`src/rtl/csr_defs.vh`:
```
// Constants for the card state and response logic
`ifndef CSR_DEFS_VH
`define CSR_DEFS_VH
// Card protocol states
`define CSR_ST_IDLE 4'h0
`define CSR_ST_READY 4'h1
`define CSR_ST_IDENT 4'h2
`define CSR_ST_STBY 4'h3
`define CSR_ST_TRAN 4'h4
`define CSR_ST_DATA 4'h5
`define CSR_ST_RCV 4'h6
`define CSR_ST_PRG 4'h7
`define CSR_ST_DIS 4'h8
`define CSR_ST_INA 4'h9
`define CSR_ST_IRQ 4'hA
// Reply kinds
`define CSR_RK_NONE 2'h0
`define CSR_RK_SHORT 2'h1
`define CSR_RK_LONG 2'h2
`define CSR_RK_COND 2'h3
// Frame lengths
`define CSR_CMD_LEN 8'd48
`define CSR_SHORT_LEN 8'd48
`define CSR_LONG_LEN 8'd136
// Field values
`define CSR_LONG_RSV 6'h3F
`define CSR_COND_IDX 6'h3F
`define CSR_COND_CRC 7'h7F
`define CSR_COND_REG_PWR_BIT 31
`define CSR_COND_REG_WIN_HI 23
`define CSR_COND_REG_WIN_LO 8
// Gap between command end bit and reply start, in link clocks
`define CSR_NCR_CLK 4'd2
`endif

```
`src/rtl/csr_card.v`:
```
// Card command interpreter: state table and serial reply formatter
// Contract
// - Next state comes from the table of current state versus command and condition.
// - In interrupt-wait any command, even faulty, goes to standby.
// - Index 1 in idle: ready when range matches, idle while powering up.
// - Index 1 in idle with incompatible window: shut-out, leave the bus.
// - Index 2 in ready: winner to card-naming, loser stays ready.
// - Index 7 addressed: standby to block-op, deselected-prog to programming.
// - Index 7 not addressed: block-op or data to standby, prog to deselected.
// - Replies go out on the command line most significant bit first.
// - Replies start with 0 then direction bit 0.
// - Every reply ends with a 1.
// - All replies carry CRC except the conditions reply.
// - Short status reply is 48 bits, index in bits 45 to 40.
// - Status in bits 39 to 8, CRC7 in bits 7 to 1.
// - Status-with-busy reply equals short reply, busy follows on data line.
// - Long reply is 136 bits, bits 133 to 128 all ones.
// - Identity register answers index 2 and 10.
// - Card-specific data register answers index 9.
// - Long reply carries register bits 127 to 1, bit 0 becomes end bit.
// - Index 1 answered by conditions reply: ones, register, ones.
// - Only these three reply formats are ever generated.
// - Register bit 31 low during power-up; bits 8 to 23 flag windows.
`timescale 1ns/1ps
`include "csr_defs.vh"
module csr_card #(
   parameter [15:0] RCA = 16'h0001,
   parameter [23:0] VDD_WINDOWS = 24'hFF_8000
) (
   input wire i_clk,
   input wire i_reset,
   input wire i_link_clk,
   input wire i_cmd_in,
   input wire i_pwr_done,
   input wire i_busy,
   input wire [127:0] i_card_identity_register,
   input wire [127:0] i_card_specific_data_register,
   input wire [31:0] i_status,
   output reg o_cmd_out,
   output reg o_cmd_oe,
   output reg o_dat0_out,
   output reg o_dat0_oe,
   output reg [3:0] o_state,
   output reg o_cmd_err
);
////////////////////////////////////////////////////////////////////////
// Input synchronisers; first stage is read only by the second
reg [1:0] clk_sync_ff;
reg [1:0] cmd_sync_ff;
reg [1:0] busy_sync_ff;
reg [1:0] pwr_sync_ff;
reg clk_prev_ff;
always @(posedge i_clk) begin
   if (i_reset) begin
      clk_sync_ff <= 2'b00;
      cmd_sync_ff <= 2'b11;
      busy_sync_ff <= 2'b00;
      pwr_sync_ff <= 2'b00;
      clk_prev_ff <= 1'b0;
   end else begin
      clk_sync_ff <= {clk_sync_ff[0], i_link_clk};
      cmd_sync_ff <= {cmd_sync_ff[0], i_cmd_in};
      busy_sync_ff <= {busy_sync_ff[0], i_busy};
      pwr_sync_ff <= {pwr_sync_ff[0], i_pwr_done};
      clk_prev_ff <= clk_sync_ff[1];
   end
end
// Host samples on rising edge, card drives after falling edge
wire rise = clk_sync_ff[1] & ~clk_prev_ff;
wire fall = ~clk_sync_ff[1] & clk_prev_ff;
wire cmd_bit = cmd_sync_ff[1];
wire pwr_done = pwr_sync_ff[1];
////////////////////////////////////////////////////////////////////////
// CRC7 step, polynomial x^7 + x^3 + 1
function [6:0] crc7_step;
   input [6:0] c;
   input b;
   reg fb;
   begin
      fb = c[6] ^ b;
      crc7_step = {c[5:3], c[2] ^ fb, c[1:0], fb};
   end
endfunction
////////////////////////////////////////////////////////////////////////
// Command receiver
localparam RX_IDLE = 1'b0;
localparam RX_BODY = 1'b1;
reg rx_st_ff;
reg [7:0] rx_cnt_ff;
reg [46:0] rx_sh_ff;
reg [6:0] rx_crc_ff;
reg cmd_done_ff;
reg crc_ok_ff;
always @(posedge i_clk) begin
   if (i_reset) begin
      rx_st_ff <= RX_IDLE;
      rx_cnt_ff <= 8'h00;
      rx_sh_ff <= 47'h0;
      rx_crc_ff <= 7'h00;
      cmd_done_ff <= 1'b0;
      crc_ok_ff <= 1'b0;
   end else begin
      cmd_done_ff <= 1'b0;
      if (rise && !o_cmd_oe) begin
         case (rx_st_ff)
            RX_IDLE: begin
               // Start bit begins a frame
               if (!cmd_bit) begin
                  rx_st_ff <= RX_BODY;
                  rx_cnt_ff <= 8'd1;
                  rx_sh_ff <= 47'h0;
                  rx_crc_ff <= crc7_step(7'h00, 1'b0);
               end
            end
            RX_BODY: begin
               rx_sh_ff <= {rx_sh_ff[45:0], cmd_bit};
               rx_cnt_ff <= rx_cnt_ff + 8'd1;
               if (rx_cnt_ff < 8'd40) begin
                  rx_crc_ff <= crc7_step(rx_crc_ff, cmd_bit);
               end
               if (rx_cnt_ff == `CSR_CMD_LEN - 8'd1) begin
                  rx_st_ff <= RX_IDLE;
                  cmd_done_ff <= 1'b1;
                  // Direction bit 1, CRC match, end bit 1
                  crc_ok_ff <= rx_sh_ff[45] & (rx_sh_ff[6:0] == rx_crc_ff) & cmd_bit;
               end
            end
            default: rx_st_ff <= RX_IDLE;
         endcase
      end
   end
end
// Once the end bit has shifted in, frame bit k sits at position k
wire [5:0] rx_idx = rx_sh_ff[45:40];
wire [31:0] rx_arg = rx_sh_ff[39:8];
////////////////////////////////////////////////////////////////////////
// Card-local state: address, power-up conditions register
reg [15:0] rca_ff;
wire [31:0] cond_reg = {pwr_done, 7'h00, VDD_WINDOWS[23:8], 8'h00};
wire addressed = (rx_arg[31:16] == rca_ff);
// Identification contention modelled as always winning against no peer
wire wins_bus = 1'b1;
////////////////////////////////////////////////////////////////////////
// Next-state and reply-kind decode
reg [3:0] nxt_state;
reg [1:0] nxt_kind;
reg nxt_busy;
always @* begin
   nxt_state = o_state;
   nxt_kind = `CSR_RK_SHORT;
   nxt_busy = 1'b0;
   if (o_state == `CSR_ST_IRQ) begin
      nxt_state = `CSR_ST_STBY;
      nxt_kind = `CSR_RK_NONE;
   end else if (!crc_ok_ff || o_state == `CSR_ST_INA) begin
      nxt_kind = `CSR_RK_NONE;
   end else begin
      case (rx_idx)
         6'd0: begin
            nxt_state = `CSR_ST_IDLE;
            nxt_kind = `CSR_RK_NONE;
         end
         6'd1: begin
            if (o_state == `CSR_ST_IDLE) begin
               nxt_kind = `CSR_RK_COND;
               if ((rx_arg[23:8] & VDD_WINDOWS[23:8]) == 16'h0000)
                  nxt_state = `CSR_ST_INA;
               else if (pwr_done)
                  nxt_state = `CSR_ST_READY;
            end else
               nxt_kind = `CSR_RK_NONE;
         end
         6'd2: begin
            if (o_state == `CSR_ST_READY) begin
               nxt_kind = `CSR_RK_LONG;
               if (wins_bus)
                  nxt_state = `CSR_ST_IDENT;
            end else
               nxt_kind = `CSR_RK_NONE;
         end
         6'd3: begin
            if (o_state == `CSR_ST_IDENT)
               nxt_state = `CSR_ST_STBY;
            else
               nxt_kind = `CSR_RK_NONE;
         end
         6'd4: nxt_kind = `CSR_RK_NONE;
         6'd7: begin
            if (addressed) begin
               nxt_busy = (o_state == `CSR_ST_DIS);
               if (o_state == `CSR_ST_STBY)
                  nxt_state = `CSR_ST_TRAN;
               else if (o_state == `CSR_ST_DIS)
                  nxt_state = `CSR_ST_PRG;
               else
                  nxt_kind = `CSR_RK_NONE;
            end else begin
               nxt_kind = `CSR_RK_NONE;
               if (o_state == `CSR_ST_TRAN || o_state == `CSR_ST_DATA)
                  nxt_state = `CSR_ST_STBY;
               else if (o_state == `CSR_ST_PRG)
                  nxt_state = `CSR_ST_DIS;
            end
         end
         6'd9, 6'd10: begin
            if (o_state == `CSR_ST_STBY && addressed)
               nxt_kind = `CSR_RK_LONG;
            else
               nxt_kind = `CSR_RK_NONE;
         end
         6'd12: begin
            nxt_busy = 1'b1;
            if (o_state == `CSR_ST_DATA)
               nxt_state = `CSR_ST_TRAN;
            else if (o_state == `CSR_ST_RCV)
               nxt_state = `CSR_ST_PRG;
            else
               nxt_kind = `CSR_RK_NONE;
         end
         6'd13: begin
            if (o_state == `CSR_ST_IDLE || o_state == `CSR_ST_READY ||
                o_state == `CSR_ST_IDENT || !addressed)
               nxt_kind = `CSR_RK_NONE;
         end
         6'd15: begin
            nxt_kind = `CSR_RK_NONE;
            if (o_state >= `CSR_ST_STBY && o_state <= `CSR_ST_DIS && addressed)
               nxt_state = `CSR_ST_INA;
         end
         6'd11, 6'd17, 6'd18, 6'd30: begin
            if (o_state == `CSR_ST_TRAN)
               nxt_state = `CSR_ST_DATA;
            else
               nxt_kind = `CSR_RK_NONE;
         end
         6'd20, 6'd24, 6'd25, 6'd26, 6'd27: begin
            if (o_state == `CSR_ST_TRAN || (o_state == `CSR_ST_PRG && rx_idx[4:1] == 4'hC))
               nxt_state = `CSR_ST_RCV;
            else
               nxt_kind = `CSR_RK_NONE;
         end
         6'd28, 6'd29, 6'd38: begin
            nxt_busy = 1'b1;
            if (o_state == `CSR_ST_TRAN)
               nxt_state = `CSR_ST_PRG;
            else
               nxt_kind = `CSR_RK_NONE;
         end
         6'd16, 6'd32, 6'd33, 6'd34, 6'd35, 6'd36, 6'd37: begin
            if (o_state != `CSR_ST_TRAN)
               nxt_kind = `CSR_RK_NONE;
         end
         default: nxt_kind = `CSR_RK_NONE;
      endcase
   end
end
////////////////////////////////////////////////////////////////////////
// Reply transmitter; frame loaded MSB-aligned into a 136-bit shifter
localparam TX_IDLE = 2'h0;
localparam TX_GAP = 2'h1;
localparam TX_SEND = 2'h2;
localparam TX_BUSY = 2'h3;
reg [1:0] tx_st_ff;
reg [135:0] tx_sh_ff;
reg [7:0] tx_cnt_ff;
reg [3:0] gap_ff;
reg [1:0] tx_kind_ff;
reg busy_pend_ff;
reg [6:0] tx_crc_ff;
reg [7:0] tx_len;
always @* begin
   case (tx_kind_ff)
      `CSR_RK_LONG: tx_len = `CSR_LONG_LEN;
      default: tx_len = `CSR_SHORT_LEN;
   endcase
end
// Bit positions where CRC replaces payload, counted from the frame start
wire in_crc = (tx_kind_ff == `CSR_RK_SHORT) && (tx_cnt_ff >= 8'd40) && (tx_cnt_ff < 8'd47);
always @(posedge i_clk) begin
   if (i_reset) begin
      o_state <= `CSR_ST_IDLE;
      o_cmd_err <= 1'b0;
      rca_ff <= RCA;
      tx_st_ff <= TX_IDLE;
      tx_sh_ff <= 136'h0;
      tx_cnt_ff <= 8'h00;
      gap_ff <= 4'h0;
      tx_kind_ff <= `CSR_RK_NONE;
      busy_pend_ff <= 1'b0;
      tx_crc_ff <= 7'h00;
      o_cmd_out <= 1'b1;
      o_cmd_oe <= 1'b0;
      o_dat0_out <= 1'b1;
      o_dat0_oe <= 1'b0;
   end else begin
      if (cmd_done_ff) begin
         o_state <= nxt_state;
         o_cmd_err <= ~crc_ok_ff;
         tx_kind_ff <= nxt_kind;
         busy_pend_ff <= nxt_busy;
         tx_crc_ff <= 7'h00;
         tx_cnt_ff <= 8'h00;
         gap_ff <= `CSR_NCR_CLK;
         case (nxt_kind)
            `CSR_RK_SHORT: tx_sh_ff <= {2'b00, rx_idx, i_status, 7'h00, 1'b1, 88'h0};
            `CSR_RK_LONG: tx_sh_ff <= {2'b00, `CSR_LONG_RSV,
               ((rx_idx == 6'd9) ? i_card_specific_data_register[127:1] :
               i_card_identity_register[127:1]), 1'b1};
            `CSR_RK_COND: tx_sh_ff <= {2'b00, `CSR_COND_IDX, cond_reg, `CSR_COND_CRC, 1'b1,
               88'h0};
            default: tx_sh_ff <= 136'h0;
         endcase
         if (nxt_kind != `CSR_RK_NONE)
            tx_st_ff <= TX_GAP;
      end else if (tx_st_ff == TX_BUSY) begin
         // Busy runs on the system clock, since the host may stop the link clock
         o_dat0_oe <= 1'b1;
         o_dat0_out <= 1'b0;
         if (!busy_sync_ff[1] && o_dat0_oe) begin
            o_dat0_oe <= 1'b0;
            o_dat0_out <= 1'b1;
            tx_st_ff <= TX_IDLE;
         end
      end else if (fall) begin
         case (tx_st_ff)
            TX_GAP: begin
               gap_ff <= gap_ff - 4'd1;
               if (gap_ff == 4'd1)
                  tx_st_ff <= TX_SEND;
            end
            TX_SEND: begin
               o_cmd_oe <= 1'b1;
               // MSB first; CRC shifted out in place of the zero field
               o_cmd_out <= in_crc ? tx_crc_ff[6] : tx_sh_ff[135];
               if (in_crc)
                  tx_crc_ff <= {tx_crc_ff[5:0], 1'b0};
               else if (tx_cnt_ff < 8'd40)
                  tx_crc_ff <= crc7_step(tx_crc_ff, tx_sh_ff[135]);
               tx_sh_ff <= {tx_sh_ff[134:0], 1'b0};
               tx_cnt_ff <= tx_cnt_ff + 8'd1;
               if (tx_cnt_ff == tx_len) begin
                  // One fall past the end bit releases the line
                  o_cmd_oe <= 1'b0;
                  o_cmd_out <= 1'b1;
                  tx_st_ff <= busy_pend_ff ? TX_BUSY : TX_IDLE;
               end
            end
            default: tx_st_ff <= TX_IDLE;
         endcase
      end
   end
end
endmodule

```
`config.mk`:
```
export PLATFORM = sky130hd
export DESIGN_NAME = csr_card
export DESIGN_NICKNAME = d
export VERILOG_FILES = /design/src/rtl/csr_card.v
export VERILOG_INCLUDE_DIRS = /design/src /design/src/rtl
export SDC_FILE = /design/constraint.sdc
export NUM_CORES = 1
export LEC_CHECK = 0
export BUFFER_PORTS_ARGS = -buffer_cell sky130_fd_sc_hd__buf_2
export CAP_MARGIN = 0
export CORE_MARGIN = 2
export CORE_UTILIZATION = 50
export DETAILED_ROUTE_END_ITERATION = 7
export PLACE_DENSITY = 0.75
export SKIP_CTS_REPAIR_TIMING = 1
export SYNTH_ARGS = -nofsm -noshare
export SYNTH_HDL_FRONTEND = slang
export SYNTH_SLANG_ARGS = --single-unit
export TNS_END_PERCENT = 100
```
`constraint.sdc`:
```
create_clock -name i_clk -period 2.9 [get_ports i_clk]
set_input_delay 0.58 -clock i_clk [delete_from_list [all_inputs] [get_ports i_clk]]
set_output_delay 0.58 -clock i_clk [all_outputs]
set_load 0.02 [all_outputs]
```
# After elaboration in Yosys (flattened, before gate mapping)
# Cells that the tools add are included.
[classes] addsub=3 n_lt_le_gt_ge=6 eq_ne=72 mux=77 bitwise=15 reduce_logical=49
[op_table] op="$mux W136" count=4
[op_table] op="$pmux W134 S3" count=1
[op_table] op="$mux W127" count=1
[op_table] op="$pmux W46 S2" count=1
[op_table] op="$mux W4" count=18
[op_table] op="$eq A6 B5 Y1 const B" count=11
[op_table] op="$mux W46" count=1
[op_table] op="$eq A6 B6 Y1 const B" count=7
[op_table] op="$pmux W4 S10" count=1
[op_table] op="$eq A6 B4 Y1 const B" count=6
[op_table] op="$mux W2" count=18
[op_table] op="$mux W7" count=4
[op_table] op="$lt A8 B6 Y1 const B" count=3
[op_table] op="$ne A3 B3 Y1 const B" count=7
[op_table] op="$mux W1" count=20
[op_table] op="$pmux W2 S10" count=1
[op_table] op="$reduce_and A3 Y1" count=6
[op_table] op="$add A8 B1 Y8 const B" count=2
[op_table] op="$eq A16 B1 Y1 const B" count=1
[op_table] op="$eq A4 B3 Y1 const B" count=4
[op_table] op="$eq A4 B4 Y1 const B" count=4
[op_table] op="$logic_not A16 Y1" count=1
[op_table] op="$mux W8" count=2
[op_table] op="$ne A4 B4 Y1 const B" count=4
[op_table] op="other kinds (43)" count=94
[word_totals] reg_bits=242 out_inout_bits=9 word_cells=247

# Longest topological paths before layout
# Gate-level depths: netlist of run 1.
[depth] ltp_word=11 ltp_mapped=11

# Worst setup path before layout of run 1
# Ideal clock, no wire load.
[synth_path] path_type="reg-to-reg" startpoint="register o_state[1]" endpoint="register tx_sh_ff[110]" setup_ns=0.089 t_arrival_ns=2.406 required_time_ns=2.811 setup_slack_ns=0.405 path_stages_with_launch=10 n_path_buf=2 synth_period_minus_slack_ns=2.495 cell_sequence="dfxtp_1 -> clkbuf_1 -> xor2_1 -> a21bo_2 -> a211oi_2 -> nand2_1 -> nor4b_4 -> buf_4 -> a221oi_1 -> a311oi_2"
[synth_via] elab_chain_len=11 elab_cells_between_ends=40 cone_classes="14 x eq/ne; 18 x mux; 8 x reduce/logical"
[synth_lines] item="start, declared" line_no="csr_card.v:43" source="output reg [3:0] o_state,"
[synth_lines] item="start signal, assigned" line_no="csr_card.v:281" source="o_state <= `CSR_ST_IDLE;"
[synth_lines] item="start signal, assigned" line_no="csr_card.v:297" source="o_state <= nxt_state;"
[synth_lines] item="$eq A4 B1 Y1 (no line) or $logic_not A4 Y1 (tied branches)"
[synth_lines] item="$logic_or A1 B1 Y1 (no line) (2 in a row)"
[synth_lines] item="$logic_or A1 B1 Y1" line_no="csr_card.v:221" source="if (o_state == `CSR_ST_IDLE || o_state == `CSR_ST_READY ||"
[synth_lines] item="$mux W1" line_no="csr_card.v:221"
[synth_lines] item="$pmux W2 S10" line_no="csr_card.v:158" source="case (rx_idx)"
[synth_lines] item="$mux W2" line_no="csr_card.v:155" source="end else if (!crc_ok_ff || o_state == `CSR_ST_INA) begin"
[synth_lines] item="$mux W2 (*)" line_no="csr_card.v:152" source="if (o_state == `CSR_ST_IRQ) begin"
[synth_lines] item="$eq A2 B2 Y1 or $eq A2 B1 Y1 (tied branches)" line_no="csr_card.v:304" source="case (nxt_kind)"
[synth_lines] item="$pmux W134 S3 (*)" line_no="csr_card.v:304"
[synth_lines] item="$mux W136 (*)" line_no="csr_card.v:296" source="if (cmd_done_ff) begin"
[synth_lines] item="end signal, assigned" line_no="csr_card.v:305" source="`CSR_RK_SHORT: tx_sh_ff <= {2'b00, rx_idx, i_status, 7'h00, 1'b1, 88'h0};"
[synth_lines] item="end signal, assigned" line_no="csr_card.v:306" source="`CSR_RK_LONG: tx_sh_ff <= {2'b00, `CSR_LONG_RSV,"
[synth_lines] item="end signal, assigned" line_no="csr_card.v:309" source="`CSR_RK_COND: tx_sh_ff <= {2'b00, `CSR_COND_IDX, cond_reg, `CSR_COND_CRC, 1'b1,"
[synth_lines] item="end, declared" line_no="csr_card.v:264" source="reg [135:0] tx_sh_ff;"
# Every way passes the cells marked *; elsewhere a longest branch is shown, timed or not.
# A chain may end at the register's enable or synchronous reset.

# Worst setup path after layout of run 1
[layout_path] startpoint="register rx_sh_ff[43]" endpoint="register tx_sh_ff[121]"
[layout_via] elab_chain_len=10 elab_cells_between_ends=44 cone_classes="31 x eq/ne; 7 x mux; 6 x reduce/logical"
[layout_lines] item="start, declared" line_no="csr_card.v:90" source="reg [46:0] rx_sh_ff;"
[layout_lines] item="start signal, assigned" line_no="csr_card.v:116" source="rx_sh_ff <= {rx_sh_ff[45:0], cmd_bit};"
[layout_lines] item="$eq A4 B4 Y1" line_no="csr_card.v:237" source="if (o_state == `CSR_ST_TRAN || (o_state == `CSR_ST_PRG && rx_idx[4:1] == 4'hC))"
[layout_lines] item="$logic_and A1 B1 Y1" line_no="csr_card.v:237"
[layout_lines] item="$logic_or A1 B1 Y1" line_no="csr_card.v:237"
[layout_lines] item="$mux W1" line_no="csr_card.v:237"
[layout_lines] item="$pmux W2 S10" line_no="csr_card.v:158"
[layout_lines] item="$mux W2" line_no="csr_card.v:155"
[layout_lines] item="$mux W2" line_no="csr_card.v:152"
[layout_lines] item="$eq A2 B2 Y1 or $eq A2 B1 Y1 (tied branches)" line_no="csr_card.v:304"
[layout_lines] item="$pmux W134 S3 (*)" line_no="csr_card.v:304"
[layout_lines] item="$mux W136 (*)" line_no="csr_card.v:296"
# Marks and branches as above.

==> results of run 1 <==
stage by stage:
step	power [mW]	hold slack [ps]	instances
global placement	3.79	393	2467
floorplan	3.54	389	1915
detailed placement	3.79	393	2467
finish	7.21	233	2514
CTS	7.27	217	2514
global route	7.44	225	2514
power by group through the flow:
stage                     clock [mW]  combinational [mW]  sequential, mW
after global placement             0               0.380            3.41
after CTS                       3.55               0.385            3.33
final                           3.50               0.384            3.33
after detailed placement           0               0.382            3.41
after floorplan                    0               0.134            3.41
after global routing            3.68               0.423            3.33
per-layer routing:
layer / track usage, % / wire length, um / vias to the layer above
li1: - / - / 6987
met1: 35.3 / 17100 / 6461
met2: 46.2 / 19000 / 455
met3: 3.35 / 2210 / 58
met4: 7.31 / 981 / 0
met5: 0 / 0 / -
synthesized netlist by cell type, drive strengths merged (19+ instances only):
| library cell | count | share of area [%] |
|---|---|---|
| a22oi | 55 | 3.1 |
| nor3 | 94 | 3.6 |
| buf | 25 | 1.1 |
| inv | 22 | 0.62 |
| a311oi | 38 | 3.0 |
| o21ai | 27 | 1.0 |
| dfxtp | 242 | 37 |
| nor2 | 392 | 11 |
| clkbuf | 126 | 3.6 |
| mux2i | 25 | 1.9 |
| a21oi | 119 | 4.5 |
| nand2 | 483 | 14 |
| a221oi | 21 | 1.4 |
| nor2b | 19 | 0.90 |
cells by family after synthesis:
kind of cell	share of synthesized area (%)
XOR/XNOR	1.46
multiplexers	2.32
AND/OR/NAND/NOR	34.7
adder cells (fa/ha/maj)	0.757
AO/OA/AOI/OAI	18.8
buffers and inverters	5.29
flip-flops	36.7
area by class of cell:
class | instances | area (um^2) | area share [%]
Multi-Input combinational cell | 1499 | 7710 | 47.6
Timing Repair Buffer | 368 | 2220 | 13.7
Inverter | 23 | 86.3 | 0.533
Clock buffer | 31 | 699 | 4.32
Sequential cell | 242 | 4850 | 30.0
Tap cell | 335 | 419 | 2.59
Clock inverter | 16 | 210 | 1.30
worst paths after layout:
kind,end,cells after the start
worst max-delay path,tx_sh_ff[121]$_SDFFE_PP0P_,10
worst min-delay path,cmd_sync_ff[0]$_SDFF_PP1_,2
worst min register to register,cmd_sync_ff[1]$_SDFF_PP1_,1
worst max register to register,tx_sh_ff[121]$_SDFFE_PP0P_,10
critical path: stages (launching register included):
cell and delay [ps]:
sky130_fd_sc_hd__dfxtp_1 420, sky130_fd_sc_hd__buf_4 270, sky130_fd_sc_hd__nor2b_1 250, sky130_fd_sc_hd__nand2_1 150, sky130_fd_sc_hd__o41ai_1 390, sky130_fd_sc_hd__buf_4 210, sky130_fd_sc_hd__nand3b_1 100, sky130_fd_sc_hd__o21ba_2 190
sky130_fd_sc_hd__buf_12 150, sky130_fd_sc_hd__a221oi_1 350, sky130_fd_sc_hd__a311oi_2 70
registers in the layout (all words and copies together) (netlist names), 4 cells and up:
signal     count
tx_sh_ff     136
rx_sh_ff      46
rx_cnt_ff      8
tx_cnt_ff      8
rx_crc_ff      7
tx_crc_ff      7
gap_ff         4
o_state        4
==> Implementation_results.wiki, run 1 <==
{| class="wikitable"
! Metric !! Value
|-
| TNS Setup || 0 ps
|-
| Maximum clock path buffer count || 3
|-
| Insertion delay to the later sink of the worst-skew pair || 540 ps
|-
| Most frequent cells in the layout || sky130_fd_sc_hd__nand2_1 (481), sky130_fd_sc_hd__nor2_1 (390), sky130_fd_sc_hd__buf_2 (299)
|-
| P_int || 5.61 mW
|-
| CTS tree || built
|-
| Largest driver fanout on the critical path || 21
|-
| Final design area excluding fillers || 16200 um^2
|-
| Start point of the worst min-delay path || i_cmd_in
|-
| Total number of clock tree sinks || 242
|-
| Gate power share || 5.3%
|-
| Filler Cell Count || 2375
|-
| Shortest period the worst path allows || 2710 ps
|-
| Cell variety after synth || 78
|-
| Via-per-instance ratio || 5.55
|-
| Required time of the critical path || 3270 ps
|-
| Crit Reg-Reg Startpoint || rx_sh_ff[43]$_SDFFE_PP0P_
|-
| Final-report setup violation count || 0
|-
| Total of buffers placed on input and output ports || 300
|-
| Synthesis-to-layout area growth || 22.5%
|-
| Pin count of the biggest net entering global routing || 99
|-
| Instance area at placement || 15300 um^2
|-
| Number of DRC violations after detailed-routing iteration 0 || 1406
|-
| Overall routing resource usage || 26.7%
|-
| Power spent charging and discharging nets || 1.61 mW
|-
| Maximum Capacitance Violations || 0
|-
| Switching fraction of total power || 22.3%
|-
| Util after Layout || 62.3%
|-
| Part of the power in the clock network || 48.5%
|-
| Largest voltage drop on the vdd net || 0.000394 V
|-
| Share of the yosys chip area belonging to registers || 36.7%
|-
| Die area || 27800 um^2
|-
| Detail Placement HPWL || 27.2 mm
|-
| Area of the mapped netlist || 13200 um^2
|-
| Residual antenna-violating net count after detailed routing || 0
|-
| Standby leakage power || 7.21 nW
|-
| Launching instance or port of the critical path || rx_sh_ff[43]$_SDFFE_PP0P_
|-
| Number of optimization iterations in the first detailed-route pass || 6
|-
| Die width || 167 um
|-
| Critical Path Start Type || register
|-
| DRT Wirelength || 39.3 mm
|-
| Syn_nets || 2217
|-
| Area of the core || 26000 um^2
|-
| Setup repair after global routing missed its margin || no
|-
| CTS H-Tree Depth || 1
|-
| Initial standard-cell utilization of the core || 50.9%
|-
| Number of global-route vias before repair || 12701
|-
| Type of the setup path with the least slack || reg -> reg
|-
| FP Rows || 59
|-
| Placer's final routability congestion estimate || 0.962
|-
| Dominant synthesized flop cell || sky130_fd_sc_hd__dfxtp_1
|-
| Post-synthesis area per instance || 6.90 um^2
|-
| Number of remaining DRC errors || 0
|-
| Fraction of registers with async set or reset after synthesis || 0%
|-
| Final net count || 2462
|-
| Wire length of the first global-routing pass || 63.1 mm
|-
| N_diodes || 0
|-
| Hold Violations, Final || 0
|-
| Sequential share of power || 46.2%
|-
| Leading cell type in the layout, fill and taps excluded || sky130_fd_sc_hd__nand2_1
|-
| Number of antenna violations at the first check in global routing || 0
|-
| Worst max-slew margin expressed relative to the limit || 45.5%
|-
| Overflow left after global routing || 0
|-
| Worst-case clock skew || 11.6 ps
|-
| Fraction of layout cells with a size suffix above 1 || 21.2%
|-
| CTS root buffer || sky130_fd_sc_hd__clkbuf_16
|-
| Minimum setup slack among reg-to-reg paths || 190 ps
|-
| Crit. End Element || register
|-
| Power density normalized to cell area || 446 nW/um^2
|-
| Syn Inst Count || 1915
|-
| Count of flip-flops with a built-in enable after synthesis || 0
|-
| Top Ports || 303
|-
| Share of the clock period used by the worst path after layout || 93.5%
|-
| Peak clock frequency supported by timing || 369 MHz
|-
| Slack of the critical path || 190 ps
|-
| Yosys warnings || 0
|-
| Arrival time at the worst endpoint || 3080 ps
|-
| Run status || completed
|-
| DR WL/cell || 15.6 um
|-
| DIE HEIGHT || 167 um
|-
| Post-placement setup slack || 186 ps
|-
| Clock-pin slew reported for the worst setup and hold paths after clock tree synthesis || 70 ps
|-
| Slew at the pin closest to its max-slew limit || 817 ps
|-
| Flops & latches, synth || 242
|-
| Hold WC Path Type || in -> reg
|-
| Clock buffer count from CTS || 26
|-
| Final max-slew violation count || 0
|-
| Total number of vias || 13961
|}
(Power assumes the default switching activity.)
==> run 2: changes to the inputs <==
Settings changed: HOLD_SLACK_MARGIN set to 0.15.
Clock period 2.9 ns to 3.4 ns, I/O delays scaled along.
==> run 2 against run 1 <==
Against the previous run:
- wire length decreased by 3.8%
- sequential share of layout area increased by 0.62 points
- total power decreased by 15%
- cell area fell by 2.1%
- clock power decreased by 16%
- critical endpoint is now tx_sh_ff[48]$_SDFFE_PP0P_
- sequential cell count stayed put
- worst setup slack better by 74 ps
- combinational power is 16% lower
==> Implementation_results.wiki, run 2 (synthesized netlist as in run 1, its figures left out) <==
{| class="wikitable"
! Metric !! Value
|-
| Number of optimization iterations in the first detailed-route pass || 6 (unchanged)
|-
| Fraction of layout cells with a size suffix above 1 || 20.0% (-1.2 points)
|-
| Run status || completed
|-
| Leading cell type in the layout, fill and taps excluded || sky130_fd_sc_hd__nand2_1
|-
| Share of the clock period used by the worst path after layout || 92.2% (-1.2 points)
|-
| Maximum Capacitance Violations || 0 (unchanged)
|-
| Final-report setup violation count || 0 (unchanged)
|-
| Overall Power || 6.11 mW (-15%)
|-
| Hold Violations, Final || 0 (unchanged)
|-
| Die area || 27800 um^2 (unchanged)
|-
| Overflow left after global routing || 0 (unchanged)
|-
| Arrival time at the worst endpoint || 3570 ps (+490 ps)
|-
| Number of antenna violations at the first check in global routing || 1 (+1)
|-
| CTS root buffer || sky130_fd_sc_hd__clkbuf_16
|-
| Initial standard-cell utilization of the core || 50.9% (unchanged)
|-
| Final net count || 2434 (-1.1%)
|-
| DRT Wirelength || 37.8 mm (-3.8%)
|-
| Peak clock frequency supported by timing || 319 MHz (-14%)
|-
| Insertion delay to the later sink of the worst-skew pair || 540 ps (about the same)
|-
| Total number of clock tree sinks || 242 (unchanged)
|-
| Finished Layout Cells || 2486 (-1.1%)
|-
| Wire length of the first global-routing pass || 60.8 mm (-3.6%)
|-
| Largest voltage drop on the vdd net || 0.000302 V (-23%)
|-
| Number of DRC violations after detailed-routing iteration 0 || 1274 (-9.4%)
|-
| Total number of vias || 13701 (-1.9%)
|-
| Setup repair after global routing missed its margin || no
|-
| Slew at the pin closest to its max-slew limit || 1080 ps (+259 ps)
|-
| Synthesis-to-layout area growth || 20.0%
|-
| Worst max-slew margin expressed relative to the limit || 28.3% (-17 points)
|-
| Largest driver fanout on the critical path || 88 (+320%)
|-
| Type of the setup path with the least slack || reg -> reg
|-
| Largest registers in the final layout || tx_sh_ff x136, rx_sh_ff x46
|-
| Most flops, register || tx_sh_ff
|-
| Pin count of the biggest net entering global routing || 99 (unchanged)
|-
| Most frequent cells in the layout || sky130_fd_sc_hd__nand2_1 (481), sky130_fd_sc_hd__nor2_1 (390), sky130_fd_sc_hd__buf_2 (299)
|-
| Clock buffer count from CTS || 26 (unchanged)
|-
| TNS Setup || 0 ps (unchanged)
|-
| DR WL/cell || 15.2 um (-2.7%)
|-
| Worst-case clock skew || 22.2 ps (+10.6 ps)
|-
| Maximum clock path buffer count || 3 (unchanged)
|-
| Standby leakage power || 7.03 nW (-2.4%)
|-
| Slack of the critical path || 264 ps (+74.4 ps)
|-
| Power density normalized to cell area || 385 nW/um^2 (-14%)
|-
| Total area of multi-input combinational cells || 7700 um^2 (about the same)
|-
| CTS tree || built
|-
| Via-per-instance ratio || 5.51 (-0.76%)
|-
| FP Rows || 59 (unchanged)
|-
| Hold WC Path Type || in -> reg
|-
| Number of global-route vias before repair || 12275 (-3.4%)
|-
| Number of remaining DRC errors || 0 (unchanged)
|-
| Util after Layout || 61.0% (-1.3 points)
|-
| Final max-slew violation count || 0 (unchanged)
|-
| Residual antenna-violating net count after detailed routing || 0 (unchanged)
|-
| Post-placement setup slack || 356 ps (+170 ps)
|-
| Placer's final routability congestion estimate || 0.964 (+0.22%)
|-
| Area of the core || 26000 um^2 (unchanged)
|-
| Overall routing resource usage || 25.7% (-1.0 points)
|-
| Filler Cell Count || 2389 (+0.59%)
|-
| Top Ports || 303 (unchanged)
|-
| Critical Path Start Type || register
|-
| Storage element area || 4850 um^2 (about the same)
|-
| Required time of the critical path || 3830 ps (+560 ps)
|-
| Number of placed cells counting well taps || 2439 (-1.1%)
|-
| Shortest period the worst path allows || 3140 ps (+426 ps)
|-
| Max FFs per register || 136 (unchanged)
|-
| Die width || 167 um (unchanged)
|-
| Clock-pin slew reported for the worst setup and hold paths after clock tree synthesis || 60 ps (about the same)
|-
| Crit. End Element || register
|-
| Detail Placement HPWL || 25.9 mm (-4.8%)
|-
| DIE HEIGHT || 167 um (unchanged)
|-
| Total of buffers placed on input and output ports || 300 (unchanged)
|-
| CTS H-Tree Depth || 1 (unchanged)
|}
## run 2: per-stage QoR
stage	area, um^2	hold WS [ps]
after floorplan	13200	389
after global placement	14900	401
after detailed placement	14900	408
after CTS	15900	313
after global routing	15900	318
final	15900	334
## run 2: report_power, final
part | internal, mW | switching (mW)
clock network | 1.80 | 1.14
registers | 2.84 | 0.00289
logic | 0.158 | 0.163
## run 2: worst paths after layout
kind | start | endpoint | depth (start not counted) | slack [ps]
hold reg to reg | cmd_sync_ff[0]$_SDFF_PP1_ | cmd_sync_ff[1]$_SDFF_PP1_ | 1 | 420
setup / recovery | rx_sh_ff[28]$_SDFFE_PP0P_ | tx_sh_ff[48]$_SDFFE_PP0P_ | 8 | 260
setup reg to reg | rx_sh_ff[28]$_SDFFE_PP0P_ | tx_sh_ff[48]$_SDFFE_PP0P_ | 8 | 260
hold / removal | i_cmd_in | cmd_sync_ff[0]$_SDFF_PP1_ | 2 | 330
## run 2: worst max-delay path: stages (launching register included)
cell                      delay (ps)
sky130_fd_sc_hd__dfxtp_1         340
sky130_fd_sc_hd__nor4_4          340
sky130_fd_sc_hd__nand4_2         360
sky130_fd_sc_hd__o41ai_4         670
sky130_fd_sc_hd__nand4_1         290
sky130_fd_sc_hd__nor3_4          240
sky130_fd_sc_hd__buf_12          350
sky130_fd_sc_hd__a21oi_1         130
sky130_fd_sc_hd__nor3_1          240
## run 2: layout make-up
cell class	count	share of cell area, %
Tap cell	335	2.64
Sequential cell	242	30.6
Clock buffer	38	4.89
Inverter	23	0.544
Antenna cell	1	0.0158
Timing Repair Buffer	340	12.0
Clock inverter	8	0.821
Multi-Input combinational cell	1499	48.6
## run 2: layer usage
layer	vias up	share of wire (%)	track usage, %
li1	6928	-	-
met1	6275	44	34.4
met2	423	48	42.9
met3	75	5.4	3.35
met4	0	3.3	8.85
met5	-	0	0
